$ cat src/core/host_bus_ack_map.svh
// Register offsets, field positions, reset values and the write mask for the
// host bus acknowledge and user pin block.
// Assumes one 32-bit AHB-Lite slave port, words at aligned byte offsets.
//
// Summary of operation
// - Claim the bus with grant acknowledge only after bus grant arrives.
// - Claim only when address strobe, both size acks, prior grant ack idle.
// - Slave access ends by driving both size acknowledges low together.
// - Slave read data valid on low sixteen lines; upper lines driven too.
// - As master, end each memory cycle only after required acknowledge.
// - In 32-bit master mode both size acknowledges must be active.
// - In 16-bit master mode the high acknowledge alone ends the cycle.
// - Size acks sampled directly or through synchronisers per config bit.
// - No dynamic sizing; master width set only by bus size config bit.
// - During hard reset the user pins are inputs feeding config bits 8, 9.
// - User pin levels are latched at reset release and then held.
// - While owning the bus, user pins output config bits 11 and 12.
`ifndef HOST_BUS_ACK_MAP_SVH
`define HOST_BUS_ACK_MAP_SVH

// Byte offsets
`define OFS_CFG        4'h0
`define OFS_CTRL       4'h4
`define OFS_STAT       4'h8

// Data configuration fields
`define CFG_BUS32      5
`define CFG_USR_IN0    8
`define CFG_USR_IN1    9
`define CFG_SYNC       10
`define CFG_USR_OUT0   11
`define CFG_USR_OUT1   12
`define CFG_RST        16'h0000
`define CFG_WMASK      16'hfcff

// Control and status fields
`define CTRL_REQ       0
`define CTRL_GO        1
`define STAT_OWNED     0
`define STAT_CYCLE     1
`define STAT_CNT_LSB   8

`endif

$ cat src/core/host_bus_ack_pkg.sv
// Types shared by the host bus acknowledge block.
// Assumes the map header supplies all numbers.
package host_bus_ack_pkg;

   // Pair of size acknowledge lines, both active low
   typedef struct packed {
      logic high_n;
      logic low_n;
   } size_ack_s;

   typedef enum logic [3:0] {
      M_IDLE = 4'b0001,
      M_REQ  = 4'b0010,
      M_OWN  = 4'b0100,
      M_CYC  = 4'b1000
   } master_e;

   typedef enum logic [1:0] {
      S_IDLE = 2'b01,
      S_ACK  = 2'b10
   } slave_e;

endpackage : host_bus_ack_pkg

$ cat src/core/host_bus_ack_and_user_pins.sv
// Bus ownership handshake, slave acknowledge, master cycle termination
// and user pins of a network controller system bus port.
// Assumes one clock, synchronous pins, AHB-Lite register access.
//
// The implementer's own choices: the AHB-Lite interface to the registers and the register addresses.
`timescale 1ns/100ps
`include "host_bus_ack_map.svh"

module host_bus_ack_and_user_pins (
   input  wire logic                          i_ref_clk,
   input  wire logic                          i_rst,
   // AHB-Lite slave
   input  wire logic                          i_hsel,
   input  wire logic [31:0]                   i_haddr,
   input  wire logic [1:0]                    i_htrans,
   input  wire logic                          i_hwrite,
   input  wire logic [2:0]                    i_hsize,
   input  wire logic [31:0]                   i_hwdata,
   input  wire logic                          i_hready,
   output logic      [31:0]                   o_hrdata,
   output logic                               o_hreadyout,
   output logic                               o_hresp,
   // Arbitration
   input  wire logic                          i_bus_grant_in_n,
   input  wire logic                          i_address_strobe_n,
   input  wire logic                          i_grant_acknowledge_n,
   input  wire logic                          i_hold_acknowledge,
   output logic                               o_bus_request_n,
   output logic                               o_bus_request_oe,
   output logic                               o_grant_acknowledge_n,
   output logic                               o_grant_acknowledge_oe,
   output logic                               o_address_strobe_n,
   output logic                               o_address_strobe_oe,
   // Size acknowledges
   input  wire host_bus_ack_pkg::size_ack_s   i_size_ack,
   output host_bus_ack_pkg::size_ack_s        o_size_ack,
   output logic                               o_size_ack_oe,
   // Slave register port
   input  wire logic                          i_chip_select_n,
   input  wire logic                          i_slave_direction,
   input  wire logic [1:0]                    i_reg_index,
   input  wire logic [15:0]                   i_data,
   output logic      [31:0]                   o_data,
   output logic                               o_data_oe,
   // User pins
   input  wire logic [1:0]                    i_user_pins,
   output logic      [1:0]                    o_user_pins,
   output logic                               o_user_pins_oe
);
   import host_bus_ack_pkg::*;

   master_e     m_q, m_d;
   slave_e      s_q, s_d;
   logic [15:0] cfg_q, cfg_d;
   logic        req_q, req_d;
   logic        go_q, go_d;
   logic [7:0]  cnt_q, cnt_d;
   logic [1:0]  ad_idx_q, ad_idx_d;
   logic        ad_wr_q, ad_wr_d, ad_rd_q, ad_rd_d;
   logic        ad_ok_q, ad_ok_d;
   logic [31:0] hrdata_q, hrdata_d;
   logic        hready_q, hready_d;
   logic        br_n_q, br_n_d, br_oe_q, br_oe_d;
   logic        gack_n_q, gack_n_d, gack_oe_q, gack_oe_d;
   logic        as_n_q, as_n_d, as_oe_q, as_oe_d;
   size_ack_s   sack_q, sack_d;
   logic        sack_oe_q, sack_oe_d;
   logic [31:0] data_q, data_d;
   logic        data_oe_q, data_oe_d;
   logic [1:0]  usr_q, usr_d;
   logic        usr_oe_q, usr_oe_d;
   size_ack_s   sync1_q, sync2_q;
   size_ack_s   samp;
   logic        ack_ok, owned, bus_free, ahb_wr, slv_wr;

   // Register read mux, shared by the bus and the slave pins
   function automatic logic [15:0] reg_word(input logic [1:0] idx);
      logic [15:0] w;
      w = 16'h0000;
      if (idx == 2'(`OFS_CFG >> 2)) begin
         w = cfg_q;
      end else if (idx == 2'(`OFS_CTRL >> 2)) begin
         w[`CTRL_REQ] = req_q;
      end else if (idx == 2'(`OFS_STAT >> 2)) begin
         w[`STAT_OWNED] = owned;
         w[`STAT_CYCLE] = (m_q == M_CYC);
         w[`STAT_CNT_LSB +: 8] = cnt_q;
      end
      return w;
   endfunction : reg_word

   // Two-stage synchroniser for the asynchronous sampling option
   always_ff @(posedge i_ref_clk) begin
      if (i_rst) begin
         sync1_q <= 2'b11;
         sync2_q <= 2'b11;
      end else begin
         sync1_q <= i_size_ack;
         sync2_q <= sync1_q;
      end
   end

   // Sampling path and termination condition per bus size
   always_comb begin
      samp   = cfg_q[`CFG_SYNC] ? i_size_ack : sync2_q;
      ack_ok = cfg_q[`CFG_BUS32] ?
               (!samp.low_n && !samp.high_n) :
               !samp.high_n;
      owned  = (m_q == M_OWN) || (m_q == M_CYC);
      bus_free = i_address_strobe_n && samp.low_n &&
                 samp.high_n && i_grant_acknowledge_n;
   end

   // AHB-Lite front end; reads insert one wait state so that a write
   // just before is already visible
   always_comb begin
      ad_idx_d = ad_idx_q;
      ad_wr_d  = 1'b0;
      ad_rd_d  = 1'b0;
      ad_ok_d  = ad_ok_q;
      hready_d = 1'b1;
      hrdata_d = hrdata_q;
      if (ad_rd_q && !hready_q) begin
         hrdata_d = ad_ok_q ? {16'h0000, reg_word(ad_idx_q)} : 32'h0;
      end
      if (i_hsel && i_htrans[1] && i_hready) begin
         ad_idx_d = i_haddr[3:2];
         ad_ok_d  = (i_haddr[3:2] != 2'b11) && (i_haddr[1:0] == 2'b00);
         ad_wr_d  = i_hwrite;
         ad_rd_d  = !i_hwrite;
         hready_d = i_hwrite;
      end
   end

   always_ff @(posedge i_ref_clk) begin
      if (i_rst) begin
         ad_idx_q <= 2'b00;
         ad_wr_q  <= 1'b0;
         ad_rd_q  <= 1'b0;
         ad_ok_q  <= 1'b0;
         hready_q <= 1'b1;
         hrdata_q <= 32'h0;
      end else begin
         ad_idx_q <= ad_idx_d;
         ad_wr_q  <= ad_wr_d;
         ad_rd_q  <= ad_rd_d && !hready_d ? 1'b1 : (hready_q ? ad_rd_d : 1'b0);
         ad_ok_q  <= ad_ok_d;
         hready_q <= hready_d;
         hrdata_q <= hrdata_d;
      end
   end

   // Registers; the bus wins over a slave pin write in the same cycle
   always_comb begin
      ahb_wr = ad_wr_q && ad_ok_q;
      slv_wr = (s_q == S_IDLE) && (s_d == S_ACK) && !i_slave_direction;
      cfg_d  = cfg_q;
      req_d  = req_q;
      go_d   = go_q;
      cnt_d  = cnt_q;
      if ((m_q == M_OWN) && go_q) begin
         go_d = 1'b0;
      end
      if ((m_q == M_CYC) && ack_ok) begin
         cnt_d = cnt_q + 8'h01;
      end
      if (ahb_wr && ad_idx_q == 2'(`OFS_CFG >> 2)) begin
         cfg_d = (cfg_q & ~`CFG_WMASK) | (i_hwdata[15:0] & `CFG_WMASK);
      end else if (ahb_wr && ad_idx_q == 2'(`OFS_CTRL >> 2)) begin
         req_d = i_hwdata[`CTRL_REQ];
         go_d  = go_d | i_hwdata[`CTRL_GO];   // Set beats the consume
      end else if (slv_wr && i_reg_index == 2'(`OFS_CFG >> 2)) begin
         cfg_d = (cfg_q & ~`CFG_WMASK) | (i_data & `CFG_WMASK);
      end
      // Pins feed bits 8 and 9 while held; last level stays at release
      if (i_rst) begin
         cfg_d = `CFG_RST;
         cfg_d[`CFG_USR_IN0] = i_user_pins[0];
         cfg_d[`CFG_USR_IN1] = i_user_pins[1];
         req_d = 1'b0;
         go_d  = 1'b0;
         cnt_d = 8'h00;
      end
   end

   always_ff @(posedge i_ref_clk) begin
      cfg_q <= cfg_d;
      req_q <= req_d;
      go_q  <= go_d;
      cnt_q <= cnt_d;
   end

   // Master side: request, claim, memory cycle, release
   always_comb begin
      m_d       = m_q;
      br_n_d    = br_n_q;
      br_oe_d   = br_oe_q;
      gack_n_d  = gack_n_q;
      gack_oe_d = gack_oe_q;
      as_n_d    = as_n_q;
      as_oe_d   = as_oe_q;
      case (m_q)
         M_IDLE: begin
            if (req_q && (s_q == S_IDLE)) begin
               m_d     = M_REQ;
               br_n_d  = 1'b0;
               br_oe_d = 1'b1;
            end
         end
         M_REQ: begin
            if (!req_q) begin
               m_d     = M_IDLE;
               br_n_d  = 1'b1;
               br_oe_d = 1'b0;
            end else if (!i_bus_grant_in_n && bus_free) begin
               m_d       = M_OWN;
               br_n_d    = 1'b1;
               br_oe_d   = 1'b0;
               gack_n_d  = 1'b0;
               gack_oe_d = 1'b1;
               as_n_d    = 1'b1;
               as_oe_d   = 1'b1;
            end
         end
         M_OWN: begin
            if (go_q) begin
               m_d    = M_CYC;
               as_n_d = 1'b0;
            end else if (!req_q) begin
               m_d       = M_IDLE;
               gack_n_d  = 1'b1;
               gack_oe_d = 1'b0;
               as_oe_d   = 1'b0;
            end
         end
         M_CYC: begin
            if (ack_ok) begin
               m_d    = M_OWN;
               as_n_d = 1'b1;
            end
         end
         default: m_d = M_IDLE;
      endcase
   end

   always_ff @(posedge i_ref_clk) begin
      if (i_rst) begin
         m_q       <= M_IDLE;
         br_n_q    <= 1'b1;
         br_oe_q   <= 1'b0;
         gack_n_q  <= 1'b1;
         gack_oe_q <= 1'b0;
         as_n_q    <= 1'b1;
         as_oe_q   <= 1'b0;
      end else begin
         m_q       <= m_d;
         br_n_q    <= br_n_d;
         br_oe_q   <= br_oe_d;
         gack_n_q  <= gack_n_d;
         gack_oe_q <= gack_oe_d;
         as_n_q    <= as_n_d;
         as_oe_q   <= as_oe_d;
      end
   end

   // Slave side; not answered while we own the bus, acks are inputs then
   always_comb begin
      s_d       = s_q;
      sack_d    = sack_q;
      sack_oe_d = sack_oe_q;
      data_d    = data_q;
      data_oe_d = data_oe_q;
      case (s_q)
         S_IDLE: begin
            if (!i_chip_select_n && (m_q == M_IDLE)) begin
               s_d       = S_ACK;
               sack_d    = 2'b00;
               sack_oe_d = 1'b1;
               // Upper half driven as zero and carries no meaning
               data_d    = {16'h0000, reg_word(i_reg_index)};
               data_oe_d = i_slave_direction;
            end
         end
         S_ACK: begin
            if (i_chip_select_n) begin
               s_d       = S_IDLE;
               sack_d    = 2'b11;
               sack_oe_d = 1'b0;
               data_oe_d = 1'b0;
            end
         end
         default: s_d = S_IDLE;
      endcase
   end

   always_ff @(posedge i_ref_clk) begin
      if (i_rst) begin
         s_q       <= S_IDLE;
         sack_q    <= 2'b11;
         sack_oe_q <= 1'b0;
         data_q    <= 32'h0;
         data_oe_q <= 1'b0;
      end else begin
         s_q       <= s_d;
         sack_q    <= sack_d;
         sack_oe_q <= sack_oe_d;
         data_q    <= data_d;
         data_oe_q <= data_oe_d;
      end
   end

   // User pins driven only while this end or a hold owns the bus
   always_comb begin
      usr_oe_d = owned || i_hold_acknowledge;
      usr_d    = {cfg_q[`CFG_USR_OUT1], cfg_q[`CFG_USR_OUT0]};
   end

   always_ff @(posedge i_ref_clk) begin
      if (i_rst) begin
         usr_q    <= 2'b00;
         usr_oe_q <= 1'b0;
      end else begin
         usr_q    <= usr_d;
         usr_oe_q <= usr_oe_d;
      end
   end

   // Outputs straight from their flops; o_hresp tied to zero
   assign o_hrdata               = hrdata_q;
   assign o_hreadyout            = hready_q;
   assign o_hresp                = 1'b0;
   assign o_bus_request_n        = br_n_q;
   assign o_bus_request_oe       = br_oe_q;
   assign o_grant_acknowledge_n  = gack_n_q;
   assign o_grant_acknowledge_oe = gack_oe_q;
   assign o_address_strobe_n     = as_n_q;
   assign o_address_strobe_oe    = as_oe_q;
   assign o_size_ack             = sack_q;
   assign o_size_ack_oe          = sack_oe_q;
   assign o_data                 = data_q;
   assign o_data_oe              = data_oe_q;
   assign o_user_pins            = usr_q;
   assign o_user_pins_oe         = usr_oe_q;
endmodule : host_bus_ack_and_user_pins

$ cat config.mk
export PLATFORM = sky130hd
export DESIGN_NAME = host_bus_ack_and_user_pins
export DESIGN_NICKNAME = d
export VERILOG_FILES = /design/src/core/host_bus_ack_pkg.sv /design/src/core/host_bus_ack_and_user_pins.sv
export VERILOG_INCLUDE_DIRS = /design/src /design/src/core
export SDC_FILE = /design/constraint.sdc
export NUM_CORES = 1
export LEC_CHECK = 0
export BUFFER_PORTS_ARGS = -buffer_cell sky130_fd_sc_hd__buf_2
export CAP_MARGIN = 25
export CORE_ASPECT_RATIO = 1.25
export CORE_UTILIZATION = 29
export CTS_CLUSTER_DIAMETER = 80
export DETAILED_ROUTE_END_ITERATION = 8
export GPL_TIMING_DRIVEN = 0
export PLACE_DENSITY = 0.66
export SYNTH_ARGS = -nofsm -noshare
export SYNTH_HDL_FRONTEND = slang
export SYNTH_SLANG_ARGS = --single-unit
$ cat constraint.sdc
create_clock -name i_ref_clk -period 1.95 [get_ports i_ref_clk]
set_input_delay 0.39 -clock i_ref_clk [delete_from_list [all_inputs] [get_ports i_ref_clk]]
set_output_delay 0.39 -clock i_ref_clk [all_outputs]
set_load 0.02 [all_outputs]
==> results of run 1 <==
-- layout make-up --
type / instances / area (um^2)
clock buffer: 9 / 225
inverter: 8 / 30.0
timing repair buffer: 108 / 604
clock inverter: 7 / 104
sequential: 85 / 1730
buffer: 60 / 402
tap: 171 / 214
multi-input combinational: 303 / 2100
fill: 1301 / 7940
-- cells by family (layout without fill, tap and decap cells) --
family / Yosys count / after routing / synth area share [%]
compound gates: 78 / 78 / 16.5
buf+inv: 71 / 192 / 10.8
other cells: 1 / 33 / 0.0938
simple gates: 150 / 150 / 19.1
mux: 31 / 31 / 7.82
fa+ha+maj: 3 / 3 / 0.939
xor+xnor: 8 / 8 / 1.75
flops: 85 / 85 / 43.1
-- worst register-to-register path, delay by kind of cell (launching register included) --
| kind | cells | cell delay (ns) |
|---|---|---|
| adders and majority gates | 1 | 0.15 |
| AOI/OAI and AO/OA | 2 | 0.49 |
| buffers and inverters | 2 | 0.29 |
| and+or+nand+nor | 2 | 0.66 |
| DFF | 1 | 0.33 |
-- state kept, by name, summed over array words and instances (netlist names), 4 cells and up --
name,cells
cnt_q,8
cfg_q,16
o_hrdata,16
o_data,16
m_q,4
-- final timing paths --
check / end / cells after the start
setup / recovery: cfg_q[6] / 7
hold / removal: sync1_q[0] / 2
setup reg to reg: cfg_q[6] / 7
hold reg to reg: sync2_q[1] / 1
-- per-layer routing --
layer / part of all wire, % / global-route usage [%] / vias up
met5: 0 / 0 / -
met4: 2.1 / 7.08 / 0
met3: 5.9 / 4.84 / 21
met2: 52 / 30.5 / 124
met1: 40 / 18.2 / 1709
li1: - / - / 1751
-- metrics by stage --
step            TNS, ns  area, um^2
6_report         -0.387        5410
5_1_grt           -1.22        5410
4_1_cts          -0.177        5340
3_5_place_dp      -7.09        4830
3_3_place_gp      -5.25        4830
2_1_floorplan  -0.00665        4140
-- timing repair --
item,CTS,global route
cloned,1,0
pin swaps,2,5
setup buffers,9,3
setup endpoints to repair,36,37
gates resized for setup,24,18
-- cell usage in the layout (no fill, tap or decap), types with 5 or more instances in the layout --
cell and n:
nor2b_1 5, xor2_1 6, nand3_1 8, a22oi_1 7
clkbuf_1 14, dfxtp_1 78, a21oi_1 23, conb_1 33
clkbuf_16 9, mux2i_1 29, nor3_1 13, buf_2 95
a221oi_2 12, nand3b_1 5, nor2_1 61, a222oi_1 9
nand4_1 5, nand2_1 20, buf_4 47, inv_1 7
-- where the power goes --
group	leakage [uW]	internal, uW	switching, uW
clock	0.000161	1140	772
sequential	0.000693	1880	121
combinational	0.00143	598	868
total	0.00228	3610	1760
==> metrics.log, run 1 <==
[metrics] Avg Synthesized Cell Area: 9.36 um^2
[metrics] number of enable flip-flop cells after synthesis: 2
[metrics] floorplan row count: 47
[metrics] final core utilization: 40.5%
[metrics] H-Tree Level Count: 3
[metrics] worst setup path category: flip-flop to flip-flop
[metrics] startpoint of the lowest-slack register-to-register path: s_q[1]
[metrics] outcome: finished, violations left
[metrics] slew of the pin with the lowest slew margin: 0.752 ns
[metrics] final hold slack: 0.271 ns
[metrics] post-layout worst setup margin: -0.0564 ns
[metrics] Top-Level Pins: 181
[metrics] most used standard cells in the synthesized netlist: 83 x dfxtp_1, 62 x nor2_1, 36 x buf_4
[metrics] Routed WL per cell: 15.8 um
[metrics] top cells by area, synth: dfxtp_1 42%, mux2i_1 7.3%, buf_4 6.8%
[metrics] fraction of final layout cells with drive strength greater than 1: 37.1%
[metrics] worst vdd ir: 0.457 mV
[metrics] Design Power: 5370 uW
[metrics] count of state elements after synthesis: 85
[metrics] WP buf/inv: 2
[metrics] Critical Path RT: 2.20 ns
[metrics] leak pwr: 0.00228 uW
[metrics] crit path max fanout: 10
[metrics] start point of the critical path: s_q[1]
[metrics] count of mapped cells out of synthesis: 427
[metrics] Synth warnings: 0
[metrics] hold buffers post-CTS: 0
[metrics] maximum number of pins on one net before global-route repair: 17
[metrics] share of the synthesized area in the top cell type: 41.6%
[metrics] Top FF cell, synth: dfxtp_1
[metrics] placed insts: 725
[metrics] cell area after technology mapping: 4000 um^2
[metrics] Post-synth ARST share: 0%
[metrics] Final Hold Viols: 0
[metrics] detailed-router iteration count before antenna repair: 5
[metrics] max_cap viols: 0
[metrics] register-to-register setup slack: -0.06 ns
[metrics] half-perimeter wire length after detailed placement: 8.74 mm
[metrics] routed vias: 3605
[metrics] global-route wire length before repair: 18.4 mm
[metrics] failing checks: setup timing
[metrics] post-CTS clock slew at the launch and capture registers of the worst setup and hold paths: 0.06 ns
[metrics] Clock Root Buffer: clkbuf_16
[metrics] maximum single-stage delay on the critical path: 0.47 ns
[metrics] power density normalized to cell area: 994 nW/um^2
[metrics] buffers from clock root to sink, at most: 2
[metrics] sequential element share of the synthesized area: 43.1%
[metrics] Remaining DRCs: 0
[metrics] most common cell in the synthesized netlist: dfxtp_1
[metrics] overall track demand over capacity in global routing: 16.9%
[metrics] PortBufs: 95
[metrics] initial antenna violation count: 0
[metrics] kind of end point of the critical path: flip-flop
[metrics] Final Skew: 0.0108 ns
[metrics] Hold Crit Start: i_size_ack[0]
[metrics] Cell Count, Final, Fillers Out: 751
[metrics] series of cell instances along the critical path: inv_2 > ha_4 > or4b_4 > nor4_4 > o2111ai_4 > buf_8 > a221oi_2
[metrics] unrepaired setup endpoints after global routing: yes
[metrics] total gr overflow: 0
[metrics] layout-stage area growth over the synthesis result: 35.3%
[metrics] antenna diode instance count: 0
[metrics] die boundary width: 107 um
[metrics] startpoint type of the worst setup path: flip-flop
[metrics] worst endpoint data arrival time: 2.26 ns
[metrics] final worst-path cycle share: 103%
[metrics] number of nets in the final layout: 680
[metrics] TritonCTS clock tree: yes
[metrics] number of global-route vias before repair: 3607
[metrics] routed vias/inst: 4.80
[metrics] last weighted congestion value of the routability-driven placer: 0.872
[metrics] worst slew margin relative to its limit: 49.9%
[metrics] top cell type by total area after synthesis: dfxtp_1
[metrics] die height: 133 um
[metrics] Unique masters post-synth: 54
[metrics] final worst path period need: 2.01 ns
[metrics] Max Clk Rate: 0.498 GHz
[metrics] final routed wirelength across all metal layers: 11.8 mm
[metrics] max-slew violations: 0
[metrics] # setup viols final: 14
[metrics] clock sinks: 85
[metrics] number of buffers created by CTS: 9
[metrics] Core Area: 13300 um^2
[metrics] area of the die: 14300 um^2
[metrics] Hold Crit Class: primary input to flip-flop
[metrics] worst skew pair latency: 0.35 ns
[metrics] Slowest cell on crit path: or4b_4
[metrics] Starting Density: 29.9%
[metrics] kind of cell adding the most delay to the critical path: simple AND/OR/NAND/NOR gates
[metrics] initial drt markers: 263
[metrics] Placement Setup Slack: -0.432 ns
[metrics] final antenna-violating net count: 0
Note: power is estimated with default switching activity, not from simulation.
==> run 2, diff against run 1 <==
--- a/config.mk
+++ b/config.mk
@@ -6,14 +6,16 @@
 export SDC_FILE = /design/constraint.sdc
 export NUM_CORES = 1
 export LEC_CHECK = 0
+export ABC_AREA = 1
 export BUFFER_PORTS_ARGS = -buffer_cell sky130_fd_sc_hd__buf_2
-export CAP_MARGIN = 25
+export CAP_MARGIN = 20
 export CORE_ASPECT_RATIO = 1.25
 export CORE_UTILIZATION = 29
 export CTS_CLUSTER_DIAMETER = 80
+export CTS_CLUSTER_SIZE = 16
 export DETAILED_ROUTE_END_ITERATION = 8
 export GPL_TIMING_DRIVEN = 0
-export PLACE_DENSITY = 0.66
+export PLACE_DENSITY = 0.65
 export SYNTH_ARGS = -nofsm -noshare
 export SYNTH_HDL_FRONTEND = slang
 export SYNTH_SLANG_ARGS = --single-unit
==> run 2 against run 1 <==
- the run now ends clean
- combinational power fell by 44%
- clock power down 3%
- worst hold slack got worse by 0.041 ns
- sequential power shrank 3%
- clock skew is 0.0048 ns lower
- final cell count grew 18%
- count of clock-buffer cells in the layout unchanged
- utilization decreased by 2.6 points
- synthesized cell count increased by 33%
==> metrics.log, run 2 <==
[metrics] Final Skew: 0.00603 ns
[metrics] number of buffers created by CTS: 9
[metrics] Avg Synthesized Cell Area: 7.21 um^2
[metrics] Filler Cell Count: 1464
[metrics] Placement Setup Slack: 0.124 ns
[metrics] kind of end point of the critical path: flip-flop
[metrics] last weighted congestion value of the routability-driven placer: 0.853
[metrics] initial drt markers: 193
[metrics] Remaining DRCs: 0
[metrics] hold path depth: 2
[metrics] startpoint of the lowest-slack register-to-register path: s_q[0]
[metrics] maximum number of pins on one net before global-route repair: 16
[metrics] Clock Root Buffer: clkbuf_16
[metrics] most common cell in the synthesized netlist: nand2_1
[metrics] number of enable flip-flop cells after synthesis: 2
[metrics] final antenna-violating net count: 0
[metrics] worst vdd ir: 0.466 mV
[metrics] final core utilization: 37.9%
[metrics] max-slew violations: 0
[metrics] area of the die: 14600 um^2
[metrics] Cell Count, Final, Fillers Out: 886
[metrics] setup total negative slack: 0 ns
[metrics] Core Area: 13800 um^2
[metrics] final worst path period need: 1.76 ns
[metrics] crit path max fanout: 10
[metrics] count of mapped cells out of synthesis: 569
[metrics] layout-stage area growth over the synthesis result: 27.6%
[metrics] leak pwr: 0.00250 uW
[metrics] fraction of final layout cells with drive strength greater than 1: 24.5%
[metrics] slew of the pin with the lowest slew margin: 0.599 ns
[metrics] most used standard cells in the synthesized netlist: 123 x nand2_1, 83 x dfxtp_1, 71 x inv_1
[metrics] share of the synthesized area in the top cell type: 40.5%
[metrics] register-to-register setup slack: 0.19 ns
[metrics] unrepaired setup endpoints after global routing: no
[metrics] Placed Instance Area: 4910 um^2
[metrics] overall track demand over capacity in global routing: 15.1%
[metrics] initial antenna violation count: 1
[metrics] PortBufs: 94
[metrics] hold buffers post-CTS: 0
[metrics] number of nets in the final layout: 811
[metrics] top cells by area, synth: dfxtp_1 41%, nand2_1 11%, buf_4 6.8%
[metrics] global-route wire length before repair: 17.0 mm
[metrics] max_cap viols: 0
[metrics] worst skew pair latency: 0.34 ns
[metrics] Unique masters post-synth: 39
[metrics] die height: 135 um
[metrics] die boundary width: 108 um
[metrics] Top-Level Pins: 181
[metrics] final routed wirelength across all metal layers: 10.9 mm
[metrics] clock sinks: 85
[metrics] Hold Crit Start: i_hwrite
[metrics] top library cells by usage in the layout, fill and taps aside: 123 x nand2_1, 97 x buf_2, 83 x dfxtp_1
[metrics] cell area after technology mapping: 4100 um^2
[metrics] buffers from clock root to sink, at most: 2
[metrics] outcome: finished clean
[metrics] Final Hold Viols: 0
[metrics] number of global-route vias before repair: 3415
[metrics] top cell type by total area after synthesis: dfxtp_1
[metrics] worst-case hold path end point: ad_rd_q
[metrics] placed insts: 870
[metrics] worst setup path category: flip-flop to flip-flop
[metrics] Critical Path RT: 2.18 ns
[metrics] Top FF cell, synth: dfxtp_1
[metrics] floorplan row count: 48
[metrics] routed vias: 3947
[metrics] total area of sequential cells: 1720 um^2
[metrics] final std cell area, no fill: 5230 um^2
[metrics] post-layout worst setup margin: 0.193 ns
[metrics] detailed-router iteration count before antenna repair: 5
[metrics] worst slew margin relative to its limit: 60.1%
[metrics] power density normalized to cell area: 880 nW/um^2
[metrics] sequential element share of the synthesized area: 42.0%
[metrics] final worst-path cycle share: 90.1%
[metrics] Register-to-Register Path Depth: 11
[metrics] Worst R2R End: cfg_q[13]
[metrics] Routed WL per cell: 12.3 um
[metrics] startpoint type of the worst setup path: flip-flop
[metrics] # setup viols final: 0
[metrics] total gr overflow: 0
[metrics] post-CTS clock slew at the launch and capture registers of the worst setup and hold paths: 0.07 ns
[metrics] area of the multi-input gates: 1830 um^2
[metrics] Post-synth ARST share: 0%
[metrics] routed vias/inst: 4.45
[metrics] half-perimeter wire length after detailed placement: 8.56 mm
[metrics] Hold Crit Class: primary input to flip-flop
[metrics] worst endpoint data arrival time: 1.99 ns
[metrics] Max Clk Rate: 0.569 GHz
[metrics] count of state elements after synthesis: 85
[metrics] TritonCTS clock tree: yes
[metrics] most common library cell in the layout ignoring fill and taps: nand2_1
[metrics] antenna diode instance count: 0
[metrics] Starting Density: 29.7%
[metrics] Synth warnings: 0
[metrics] H-Tree Level Count: 3
==> run 2: changes by cell type after synthesis, moves of 6 or more <==
cell	change
inv_1	+63
nand2_1	+102
o21ai_0	+35
a221oi_2	-10
inv_2	+6
a21oi_1	+22
nor2_1	-21
nand3_1	+31
mux2i_1	-29
a31oi_1	+10
nor3_1	-11
a222oi_1	-9
==> run 2: worst max path at each step <==
stage,startpoint,to
6_report,s_q[0],cfg_q[13]
5_1_grt,s_q[1],cfg_q[12]
4_1_cts,s_q[1],cfg_q[13]
3_5_place_dp,i_rst,o_user_pins[1]
3_3_place_gp,i_rst,o_user_pins[0]
2_1_floorplan,s_q[0],cfg_q[13]
==> run 2: repair_timing <==
item | CTS | global route
setup buffers | 0 | 0
setup endpoints to repair | 0 | 1
resized for setup | 0 | 1
hold endpoints to repair | 0 | 0
==> run 2: cells by family after synthesis <==
family,Yosys count,synth area share (%)
buffers and inverters,135,16.4
adder cells (fa/ha/maj),3,0.915
AO/OA/AOI/OAI,115,15.5
AND/OR/NAND/NOR,228,24.7
flip-flops,85,42.0
XOR/XNOR,2,0.427
other,1,0.0914
==> run 2: routing by layer <==
metal / global-route usage (%) / part of all wire, %
met5: 0 / 0.092
met1: 18.1 / 43
met2: 25.4 / 48
met3: 3.28 / 6.3
met4: 6.98 / 2.5
==> run 2: power by group <==
| group | switching (uW) | internal (uW) | total (uW) |
|---|---|---|---|
| clock | 719 | 1130 | 1850 |
| sequential | 77.3 | 1850 | 1930 |
| combinational | 533 | 294 | 827 |
==> run 2: layout make-up <==
type	instances	share of cell area (%)
multi-input cells	381	34.9
flip-flops and latches	85	32.9
repair buffers	94	8.99
plain buffers	58	7.32
inverters	77	5.52
clock buffers	9	4.30
well taps	175	4.18
clock inverters	7	1.84
==> run 2: through the flow <==
stage | power [uW] | hold WS, ns
2_1_floorplan | 2540 | 0.389
3_3_place_gp | 2780 | 0.392
3_5_place_dp | 2790 | 0.402
4_1_cts | 4630 | 0.228
5_1_grt | 4800 | 0.240
6_report | 4600 | 0.230
==> run 2: critical path: stages (launching register included) <==
cell and delay, ns:
dfxtp_1 0.36, inv_1 0.07, ha_1 0.30, a21oi_1 0.18, nand2_1 0.08, nor2_1 0.08
nand2_1 0.09, nand2_4 0.14, buf_6 0.15, nand3_1 0.08, nand2_1 0.08, nor2_1 0.04
==> run 3, diff against run 2 <==
--- a/config.mk
+++ b/config.mk
@@ -10,6 +10,7 @@
 export BUFFER_PORTS_ARGS = -buffer_cell sky130_fd_sc_hd__buf_2
 export CAP_MARGIN = 20
 export CORE_ASPECT_RATIO = 1.25
+export CORE_MARGIN = 1.5
 export CORE_UTILIZATION = 29
 export CTS_CLUSTER_DIAMETER = 80
 export CTS_CLUSTER_SIZE = 16
==> run 3 against run 2 <==
- via count shrank 1.0%
- worst setup slack improved by 0.055 ns
- clock skew is 0.0021 ns higher
- first-iteration DRC count is 19% higher
- combinational power rose by 3.9%
- clock power is essentially flat
- global-route usage rose by 0.14 points
- utilization increased by 0.17 points
- final cell count is 0.23% higher
==> metrics.log, run 3 (same netlist as run 2, synthesis figures left out) <==
[metrics] outcome: finished clean
[metrics] PortBufs: 94
[metrics] GR peak layer: met2
[metrics] Remaining DRCs: 0
[metrics] clock sinks: 85
[metrics] cell repeated most along the worst path: nand2_1
[metrics] kind of end point of the critical path: flip-flop
[metrics] unrepaired setup endpoints after global routing: no
[metrics] series of cell instances along the critical path: inv_1 > ha_1 > a21oi_2 > nand2_1 > nor2_1 > nand2_1 > nand2_4 > buf_6 > nand3_1 > nand2_1 > nor2_1
[metrics] crit path max fanout: 10
[metrics] H-Tree Level Count: 3
[metrics] Max Clk Rate: 0.588 GHz
[metrics] floorplan row count: 48
[metrics] total area of sequential cells: 1720 um^2
[metrics] worst endpoint data arrival time: 1.94 ns
[metrics] number of global-route vias before repair: 3481
[metrics] # setup viols final: 0
[metrics] die height: 136 um
[metrics] post-CTS clock slew at the launch and capture registers of the worst setup and hold paths: 0.07 ns
[metrics] worst slew margin relative to its limit: 61.2%
[metrics] number of nets in the final layout: 813
[metrics] post-layout worst setup margin: 0.248 ns
[metrics] routed vias: 3907
[metrics] worst setup path category: flip-flop to flip-flop
[metrics] worst vdd ir: 0.428 mV
[metrics] initial antenna violation count: 0
[metrics] startpoint type of the worst setup path: flip-flop
[metrics] buffers from clock root to sink, at most: 2
[metrics] final antenna-violating net count: 0
[metrics] Starting Density: 29.7%
[metrics] overall track demand over capacity in global routing: 15.2%
[metrics] met2 usage in global routing: 25.8%
[metrics] hold buffers post-CTS: 0
[metrics] total gr overflow: 0
[metrics] Final Hold Viols: 0
[metrics] setup total negative slack: 0 ns
[metrics] Critical Path RT: 2.19 ns
[metrics] number of buffers created by CTS: 9
[metrics] routed vias/inst: 4.40
[metrics] top library cells by usage in the layout, fill and taps aside: 123 x nand2_1, 97 x buf_2, 83 x dfxtp_1
[metrics] die boundary width: 109 um
[metrics] worst skew pair latency: 0.34 ns
[metrics] met3 global-route usage: 3.64%
[metrics] register-to-register setup slack: 0.25 ns
[metrics] power density normalized to cell area: 888 nW/um^2
[metrics] Clock Root Buffer: clkbuf_16
[metrics] slew of the pin with the lowest slew margin: 0.582 ns
[metrics] layout-stage area growth over the synthesis result: 28.2%
[metrics] max-slew violations: 0
[metrics] met1 layer usage reported by global route: 18.1%
[metrics] area of the die: 14900 um^2
[metrics] Slowest cell on crit path: dfxtp_1
[metrics] area of the multi-input gates: 1840 um^2
[metrics] global-route wire length before repair: 17.4 mm
[metrics] final worst-path cycle share: 87.3%
[metrics] half-perimeter wire length after detailed placement: 8.63 mm
[metrics] Placement Setup Slack: 0.171 ns
[metrics] most common library cell in the layout ignoring fill and taps: nand2_1
[metrics] Hold Crit Class: primary input to flip-flop
[metrics] antenna diode instance count: 0
[metrics] final routed wirelength across all metal layers: 11.1 mm
[metrics] maximum single-stage delay on the critical path: 0.35 ns
[metrics] Core Area: 13800 um^2
[metrics] detailed-router iteration count before antenna repair: 4
[metrics] initial drt markers: 230
[metrics] max_cap viols: 0
[metrics] leak pwr: 0.00250 uW
[metrics] Filler Cell Count: 1521
[metrics] final worst path period need: 1.70 ns
[metrics] Routed WL per cell: 12.5 um
[metrics] last weighted congestion value of the routability-driven placer: 0.870
[metrics] Final Skew: 0.00809 ns
[metrics] TritonCTS clock tree: yes
[metrics] Top-Level Pins: 181
[metrics] maximum number of pins on one net before global-route repair: 16
[metrics] fraction of final layout cells with drive strength greater than 1: 24.8%
[run 3: cell types whose count changed in the layout (fill, tap and decap cells not counted), sizes merged]
| cell | change |
|---|---|
| clkbuf | +1 |
| buf | +2 |
| clkinv | -2 |
| clkinvlp | +1 |
[run 3: power by group]
part | internal (uW) | switching [uW]
registers | 1850 | 78.0
clock network | 1130 | 743
logic | 308 | 551
[run 3: final timing paths]
| check | from | end | depth (start not counted) |
|---|---|---|---|
| setup reg to reg | s_q[0] | cfg_q[7] | 11 |
| hold / removal | i_hwrite | ad_rd_q | 2 |
| setup / recovery | s_q[0] | cfg_q[7] | 11 |
| hold reg to reg | sync1_q[0] | sync2_q[0] | 1 |
[run 3: routing by layer]
layer	vias up	wire length [um]
met5	-	0
li1	2048	-
met1	1715	4750
met2	129	5360
met3	15	698
met4	0	254
[run 3: per-stage QoR]
stage	power [uW]	hold slack, ns	std cells	area (um^2)	utilization, %
2_1_floorplan	2540	0.389	601	4220	-
5_1_grt	4870	0.235	888	5260	38.1
6_report	4670	0.235	888	5260	38.1
4_1_cts	4650	0.235	886	5230	37.9
3_5_place_dp	2800	0.395	870	4910	35.6
3_3_place_gp	2780	0.394	870	4910	35.6
[run 3: layout make-up]
type                    instances  area share, %
clock buffers                  10           4.36
clock inverters                 6           1.79
plain buffers                  58           7.28
inverters                      77           5.50
flip-flops and latches         85           32.8
multi-input cells             381           34.9
repair buffers                 96           9.24
well taps                     175           4.17
[run 3: critical path: cells and delay by family, from the launching register on]
| family | cells | cell delay (ns) |
|---|---|---|
| AND/OR/NAND/NOR | 7 | 0.59 |
| flip-flops | 1 | 0.35 |
| adder cells (fa/ha/maj) | 1 | 0.33 |
| buffers and inverters | 2 | 0.19 |
| AO/OA/AOI/OAI | 1 | 0.15 |
[run 3: what timing repair did]
item / 4_1_cts / 5_1_grt
gates resized for setup: 0 / 3
setup buffers: 0 / 2
endpoints found under the hold margin: 0 / 0
endpoints found under the setup margin: 0 / 14
